$ cat src/verilog/adcp_map.svh
// constants of the converter output port: latency, widths, mode codes
// assumes inclusion by bare name from both ends and the interface
`ifndef ADCP_MAP_SVH
`define ADCP_MAP_SVH
// ----------------------------------------------------------------
// pipeline and word layout
// ----------------------------------------------------------------
`define ADCP_LATENCY 7
`define ADCP_WIDTH 16
`define ADCP_MSB 15
// ----------------------------------------------------------------
// four-level format strap codes: 0 ground, 1 third, 2 two thirds, 3 supply
// ----------------------------------------------------------------
`define ADCP_FMT_GND 2'h0
`define ADCP_FMT_THIRD 2'h1
`define ADCP_FMT_TWO_THIRD 2'h2
`define ADCP_FMT_SUPPLY 2'h3
// ----------------------------------------------------------------
// capture side status bits and register offsets
// ----------------------------------------------------------------
`define ADCP_ST_WORD 0
`define ADCP_ST_RANGE 1
`define ADCP_ST_LOST 2
`define ADCP_REG_DATA 4'h0
`define ADCP_REG_STATUS 4'h1
`define ADCP_REG_CLEAR 4'h2
`define ADCP_REG_ENABLE 4'h3
`define ADCP_REG_CTRL 4'h4
`endif

$ cat src/verilog/adcp_pkg.sv
// types shared by both ends of the converter output port
// assumes adcp_map.svh is on the include path
`default_nettype none
`include "adcp_map.svh"
package adcp_pkg;
   // ----------------------------------------------------------------
   // output coding
   // ----------------------------------------------------------------
   typedef enum logic {ADCP_OFFSET_BIN, ADCP_TWOS_COMP} adcp_format_t;
   typedef logic [`ADCP_MSB:0] adcp_word_t;
endpackage
`default_nettype wire

$ cat src/verilog/adcp_if.sv
// interface joining the converter output pins to the capture logic
// assumes the bench resolves the pins from the enables (low = driving)
`timescale 1ns/100ps
`default_nettype none
`include "adcp_map.svh"
interface adcp_if;
   logic sample_clock_p; // sample clock, true side
   logic sample_clock_n; // sample clock, complement
   adcp_pkg::adcp_word_t result_bus; // parallel result
   logic result_bus_oe_n; // low while result driven
   logic data_valid_n; // data valid, falls at capture
   logic data_valid_p; // inverse data valid
   logic range_flag; // over or underflow
   logic flag_oe_n; // low while valid/flag driven
   modport conv (input sample_clock_p, input sample_clock_n, output result_bus, output result_bus_oe_n,
      output data_valid_n, output data_valid_p, output range_flag, output flag_oe_n);
   modport capt (output sample_clock_p, output sample_clock_n, input result_bus, input result_bus_oe_n,
      input data_valid_n, input data_valid_p, input range_flag, input flag_oe_n);
endinterface
`default_nettype wire

$ cat src/verilog/adcp_conv.sv
// converter end: sample pipeline, coding, scrambling and output drivers
// assumes a sample clock pair from the capture end far slower than CLK
`timescale 1ns/100ps
`default_nettype none
`include "adcp_map.svh"
module adcp_conv #(
   parameter int LATENCY = `ADCP_LATENCY
) (
   input wire logic CLK,
   input wire logic RST_N,
   adcp_if.conv LINK,
   input wire logic [15:0] SAMPLE_IN,
   input wire logic SAMPLE_OVER,
   input wire logic POWER_DOWN,
   input wire logic NOISE_INJECTION_EN,
   input wire logic OUTPUT_ENABLE_N,
   input wire logic [1:0] FORMAT_LEVEL,
   input wire logic OUTPUT_SCRAMBLE_SEL,
   input wire logic GAIN_SELECT,
   output logic STABILIZER_ON,
   output logic DITHER_ON,
   output logic HIGH_GAIN
);
   // ----------------------------------------------------------------
   // synchronisers for pins
   // ----------------------------------------------------------------
   logic [7:0] s1_reg; // first stage, read only by second
   logic [7:0] s2_reg; // second stage
   logic clk_prev_reg; // previous synced sample clock
   always_ff @(posedge CLK or negedge RST_N) begin
      if (!RST_N) begin
         s1_reg <= 8'h00;
         s2_reg <= 8'h00;
         clk_prev_reg <= 1'b0;
      end else begin
         // both clock pins synced apart, compared only after the second stage
         s1_reg <= {LINK.sample_clock_p, LINK.sample_clock_n, POWER_DOWN, NOISE_INJECTION_EN,
            OUTPUT_ENABLE_N, FORMAT_LEVEL, OUTPUT_SCRAMBLE_SEL};
         s2_reg <= s1_reg;
         clk_prev_reg <= s2_reg[7] & ~s2_reg[6];
      end
   end
   wire logic enc_high = s2_reg[7] & ~s2_reg[6]; // true side above complement
   wire logic pd = s2_reg[5];
   wire logic oe_n = s2_reg[3];
   wire logic [1:0] fmt = s2_reg[2:1];
   wire logic scr = s2_reg[0];
   wire logic rise = enc_high & ~clk_prev_reg;
   wire logic fall = ~enc_high & clk_prev_reg;
   // ----------------------------------------------------------------
   // coding and scrambling of the sampled word
   // ----------------------------------------------------------------
   wire logic twos = (fmt == `ADCP_FMT_TWO_THIRD) || (fmt == `ADCP_FMT_SUPPLY);
   wire adcp_pkg::adcp_word_t coded = twos ? {~SAMPLE_IN[15], SAMPLE_IN[14:0]} : SAMPLE_IN;
   wire adcp_pkg::adcp_word_t scrambled = scr ? {coded[15:1] ^ {15{coded[0]}}, coded[0]} : coded;
   // ----------------------------------------------------------------
   // sample pipeline, word plus flag, advanced each rising edge outside power down
   // ----------------------------------------------------------------
   logic [16:0] pipe_reg [LATENCY];
   always_ff @(posedge CLK or negedge RST_N) begin
      if (!RST_N) begin
         for (int i = 0; i < LATENCY; i++) pipe_reg[i] <= 17'h00000;
      end else if (rise && !pd) begin
         pipe_reg[0] <= {SAMPLE_OVER, scrambled};
         for (int i = 1; i < LATENCY; i++) pipe_reg[i] <= pipe_reg[i-1];
      end
   end
   // ----------------------------------------------------------------
   // output registers
   // ----------------------------------------------------------------
   logic [15:0] res_reg;
   logic flag_reg, dvn_reg, dvp_reg, oen_reg, stab_reg, noise_injection_en_reg, gain_reg;
   always_ff @(posedge CLK or negedge RST_N) begin
      if (!RST_N) begin
         res_reg <= 16'h0000;
         flag_reg <= 1'b0;
         dvn_reg <= 1'b1;
         dvp_reg <= 1'b0;
         oen_reg <= 1'b1;
         stab_reg <= 1'b0;
         noise_injection_en_reg <= 1'b0;
         gain_reg <= 1'b0;
      end else begin
         if (rise && !pd) begin
            res_reg <= pipe_reg[LATENCY-1][15:0];
            flag_reg <= pipe_reg[LATENCY-1][16];
            dvn_reg <= 1'b1; // falls mid period
            dvp_reg <= 1'b0;
         end else if (fall && !pd) begin
            dvn_reg <= 1'b0;
            dvp_reg <= 1'b1;
         end
         oen_reg <= pd | oe_n;
         stab_reg <= ~pd & ((fmt == `ADCP_FMT_THIRD) || (fmt == `ADCP_FMT_TWO_THIRD));
         noise_injection_en_reg <= ~pd & s2_reg[4];
         gain_reg <= GAIN_SELECT; // static strap
      end
   end
   assign LINK.result_bus = res_reg;
   assign LINK.range_flag = flag_reg;
   assign LINK.data_valid_n = dvn_reg;
   assign LINK.data_valid_p = dvp_reg;
   assign LINK.result_bus_oe_n = oen_reg;
   assign LINK.flag_oe_n = oen_reg;
   assign STABILIZER_ON = stab_reg;
   assign DITHER_ON = noise_injection_en_reg;
   assign HIGH_GAIN = gain_reg;
endmodule
`default_nettype wire

$ cat src/flat_wrapper.sv
// flat-port wrapper written by rule: the top's interface ports become plain ports
module adcp_conv_flat 
#(
   parameter int LATENCY = `ADCP_LATENCY
)
  (CLK, RST_N, SAMPLE_IN, SAMPLE_OVER, POWER_DOWN, NOISE_INJECTION_EN, OUTPUT_ENABLE_N, FORMAT_LEVEL, OUTPUT_SCRAMBLE_SEL, GAIN_SELECT, STABILIZER_ON, DITHER_ON, HIGH_GAIN, LINK_sample_clock_p, LINK_sample_clock_n, LINK_result_bus, LINK_result_bus_oe_n, LINK_data_valid_n, LINK_data_valid_p, LINK_range_flag, LINK_flag_oe_n);
  adcp_if LINK_i ();
  input wire logic CLK;
  input wire logic RST_N;
  input wire logic [15:0] SAMPLE_IN;
  input wire logic SAMPLE_OVER;
  input wire logic POWER_DOWN;
  input wire logic NOISE_INJECTION_EN;
  input wire logic OUTPUT_ENABLE_N;
  input wire logic [1:0] FORMAT_LEVEL;
  input wire logic OUTPUT_SCRAMBLE_SEL;
  input wire logic GAIN_SELECT;
  output logic STABILIZER_ON;
  output logic DITHER_ON;
  output logic HIGH_GAIN;
  input wire logic [$bits(LINK_i.sample_clock_p)-1:0] LINK_sample_clock_p;
  input wire logic [$bits(LINK_i.sample_clock_n)-1:0] LINK_sample_clock_n;
  output wire logic [$bits(LINK_i.result_bus)-1:0] LINK_result_bus;
  output wire logic [$bits(LINK_i.result_bus_oe_n)-1:0] LINK_result_bus_oe_n;
  output wire logic [$bits(LINK_i.data_valid_n)-1:0] LINK_data_valid_n;
  output wire logic [$bits(LINK_i.data_valid_p)-1:0] LINK_data_valid_p;
  output wire logic [$bits(LINK_i.range_flag)-1:0] LINK_range_flag;
  output wire logic [$bits(LINK_i.flag_oe_n)-1:0] LINK_flag_oe_n;
  assign LINK_i.sample_clock_p = LINK_sample_clock_p;
  assign LINK_i.sample_clock_n = LINK_sample_clock_n;
  assign LINK_result_bus = LINK_i.result_bus;
  assign LINK_result_bus_oe_n = LINK_i.result_bus_oe_n;
  assign LINK_data_valid_n = LINK_i.data_valid_n;
  assign LINK_data_valid_p = LINK_i.data_valid_p;
  assign LINK_range_flag = LINK_i.range_flag;
  assign LINK_flag_oe_n = LINK_i.flag_oe_n;
  adcp_conv #(.LATENCY(LATENCY)) u_core (.CLK(CLK), .RST_N(RST_N), .LINK(LINK_i), .SAMPLE_IN(SAMPLE_IN), .SAMPLE_OVER(SAMPLE_OVER), .POWER_DOWN(POWER_DOWN), .NOISE_INJECTION_EN(NOISE_INJECTION_EN), .OUTPUT_ENABLE_N(OUTPUT_ENABLE_N), .FORMAT_LEVEL(FORMAT_LEVEL), .OUTPUT_SCRAMBLE_SEL(OUTPUT_SCRAMBLE_SEL), .GAIN_SELECT(GAIN_SELECT), .STABILIZER_ON(STABILIZER_ON), .DITHER_ON(DITHER_ON), .HIGH_GAIN(HIGH_GAIN));
endmodule
$ cat config.mk
export PLATFORM = sky130hd
export DESIGN_NAME = adcp_conv_flat
export DESIGN_NICKNAME = d
export VERILOG_FILES = /design/src/verilog/adcp_pkg.sv /design/src/verilog/adcp_if.sv /design/src/verilog/adcp_conv.sv /design/src/flat_wrapper.sv
export VERILOG_INCLUDE_DIRS = /design/src /design/src/verilog
export SDC_FILE = /design/constraint.sdc
export NUM_CORES = 1
export LEC_CHECK = 0
export BUFFER_PORTS_ARGS = -buffer_cell sky130_fd_sc_hd__buf_2
export CORE_UTILIZATION = 40
export CTS_CLUSTER_DIAMETER = 200
export DETAILED_ROUTE_END_ITERATION = 6
export PLACE_DENSITY = 0.57
export SETUP_SLACK_MARGIN = 0.02
export SKIP_LAST_GASP = 1
export SYNTH_ARGS = -nofsm -noshare
export SYNTH_HDL_FRONTEND = slang
export SYNTH_SLANG_ARGS = --single-unit
export TNS_END_PERCENT = 1
$ cat constraint.sdc
create_clock -name CLK -period 2.65 [get_ports CLK]
set_input_delay 0.1325 -clock CLK [delete_from_list [all_inputs] [get_ports CLK]]
set_output_delay 0.1325 -clock CLK [all_outputs]
set_load 0.005 [all_outputs]
==> impl_metrics.json <==
{
  "stdcell_count": 629,
  "power_density_mw_per_mm2": 1020,
  "clkLatencyLatePin_ns": 0.41,
  "worst-path-max-fanout": 87,
  "wire_per_inst_um": 12.8,
  "synth_fp_nets": 390,
  "critical_path.max_stage_delay_ns": 0.48,
  "setup_ws_ns": 0.754,
  "wirelength_um": 8060,
  "ant_nets": 0,
  "clk_pin_slew_ns": 0.06,
  "fin_area_mm2": 0.00715,
  "place_ws_ns": 0.784,
  "critPathKind": "register to register",
  "yosys.cell_count.top_type": "dfrtp_1",
  "min_period_over_period": 0.715,
  "die_area_mm2": 0.0151,
  "ir_drop_uv": 409,
  "cp_cell_sequence": "nor4b_4 > buf_12 > mux2_2",
  "die_y_um": 123,
  "max_freq_mhz": 527,
  "gp_congestion": 0.658,
  "start_kind": "register",
  "yosysUniqueCellTypes": 20,
  "post-cts-setup-buffers": 0,
  "ys.flop_type": "dfrtp_1",
  "rr_worst_depth": 3,
  "cts-htree-levels": 4,
  "vias_per_cell": 4.52,
  "synth_seq_cells": 159,
  "yosysTopAreaCell": "dfrtp_1",
  "p_int_mw": 5.63,
  "grt_max_degree": 92,
  "cap_violations": 0,
  "largest_register_ffs": 119,
  "finalCriticalPeriod_ns": 1.90,
  "p_switching_mw": 1.65,
  "root_buffer": "clkbuf_16",
  "hold_viol_final": 0,
  "grt_overflow": 0,
  "start_util": 0.416,
  "drt_iter0_markers": 138,
  "fin_tns_setup_ns": 0,
  "placementRows": 43,
  "finalClockSkew_ns": 0.00541,
  "dpl.cell_count": 576,
  "rsz0062_at_grt": "no",
  "drive_gt1_frac": 0.316,
  "port-buffer-count": 51,
  "combPwrFrac": 0.136,
  "syn_inst": 360,
  "vias": 2840,
  "slew_headroom": 0.487,
  "sw_frac_of_total": 0.226,
  "cts_tree": "yes",
  "areaGrowthSynthToFinish_pct": 22.0,
  "pin_count": 52,
  "leakagePower_nw": 3.22,
  "synth_commonest_cells": "dfrtp_1 (157), mux2_1 (71), mux2_2 (51)",
  "tightest_slew_ns": 0.769,
  "slew_violations": 0,
  "synth-seq-area-share": 0.679,
  "whs_ns": 0.0195,
  "synth_edf_count": 0,
  "grt_usage": 0.125,
  "core-area_mm2": 0.0141,
  "clock_sinks": 159,
  "grt_first_pass_wirelength_um": 14300,
  "async_reset_ff_frac": 1.00,
  "whs_path_depth": 3,
  "yosysWarnings": 0,
  "netlist.area_leader.share": 0.670,
  "ys_top_cells_by_area": "dfrtp_1 (67%), mux2_1 (14%), mux2_2 (9.8%)",
  "dp_hpwl_um": 4830,
  "drc_errors": 0,
  "drtPass1Iterations": 4,
  "min_path_type": "primary input to register",
  "antenna_cells": 0,
  "place_area_mm2": 0.00630,
  "outcome": "finished clean",
  "crit_required_ns": 2.94,
  "finalSetupViolCount": 0,
  "fp.dieW_um": 123,
  "pwr-share-seq": 0.512,
  "syn_area_mm2": 0.00586,
  "grt_pass1_vias": 2901,
  "syn_area_per_cell_um2": 16.3,
  "endpoint_kind": "register",
  "antenna_found_initial": 0,
  "cpMaxStageDelayCell": "dfrtp_1",
  "cp.arrival_ns": 2.19,
  "cts_buffers": 17,
  "fin_nets": 466,
  "cts.path.max_buffers": 2,
  "clockPowerShare": 0.352
}
## critical path, delay by kind of cell, from the launching register on
kind / cells / cell delay, ns
flops: 1 / 0.48
buf+inv: 1 / 0.40
mux: 1 / 0.38
simple gates: 1 / 0.47
## timing repair
action	CTS	global route
hold buffers	21	0
hold endpoints to repair	56	0
resized for setup	0	0
## final timing paths
check / slack [ns] / endpoint / startpoint
max in group asynchronous: 1.64 / u_core.pipe_reg[64] / RST_N
worst min-delay path: 0.02 / u_core.pipe_reg[107] / SAMPLE_IN[5]
min in group asynchronous: 0.22 / u_core.pipe_reg[100] / RST_N
worst max-delay path: 0.75 / u_core.pipe_reg[79] / u_core.s2_reg[5]
worst max register to register: 0.75 / u_core.pipe_reg[79] / u_core.s2_reg[5]
worst min register to register: 0.35 / u_core.s2_reg[2] / u_core.s1_reg[2]
## layer usage
layer | global-route usage | share of wire | up-vias
li1 | - | - | 1401
met1 | 0.174 | 0.52 | 1379
met2 | 0.168 | 0.42 | 52
met3 | 0.0443 | 0.044 | 8
met4 | 0.0678 | 0.017 | 0
met5 | 0 | 0 | -
## metrics by stage
step | power [mW] | util
3_5_place_dp | 4.77 | 0.447
2_1_floorplan | 4.36 | -
4_1_cts | 7.39 | 0.507
6_report | 7.27 | 0.507
3_3_place_gp | 4.69 | 0.447
5_1_grt | 7.71 | 0.507
## logic make-up (layout without fill, tap and decap cells)
| kind of cell | count (synthesis) | count (layout) | synth area share |
|---|---|---|---|
| flops | 159 | 159 | 0.679 |
| mux | 122 | 122 | 0.234 |
| simple gates | 22 | 22 | 0.0192 |
| buf+inv | 21 | 110 | 0.0213 |
| compound gates | 19 | 19 | 0.0173 |
| xor+xnor | 15 | 15 | 0.0247 |
| fa+ha+maj | 2 | 2 | 0.00427 |
## power groups by stage
stage          sequential, mW  combinational [mW]  clock [mW]
4_1_cts                  3.74                1.02        2.64
3_3_place_gp             3.75               0.940           0
2_1_floorplan            3.63               0.734           0
5_1_grt                  3.86                1.11        2.74
3_5_place_dp             3.78               0.989           0
6_report                 3.72               0.991        2.56
## cell type report
type / count / area (um2)
clock buffers: 21 / 480
clock inverters: 11 / 160
fillers: 1237 / 6940
inverters: 2 / 7.51
multi-input cells: 180 / 1760
flip-flops and latches: 159 / 3980
well taps: 180 / 225
repair buffers: 76 / 539
## cell usage in the layout, fill, tap and decap left out, drive strengths merged
cell           n
xnor3          1
nand2          1
nor2b          2
a22o           1
nor2          16
dfstp          2
inv            2
clkinvlp       2
o21bai         1
clkbuf        21
or2            1
a21oi         15
clkinv         5
and2           1
xnor2         14
ha             2
o21ai          2
dfrtp        157
bufinv         4
nor4b          1
mux2         122
dlygate4sd3   21
buf           55
Power figures use the tool's default switching activity.
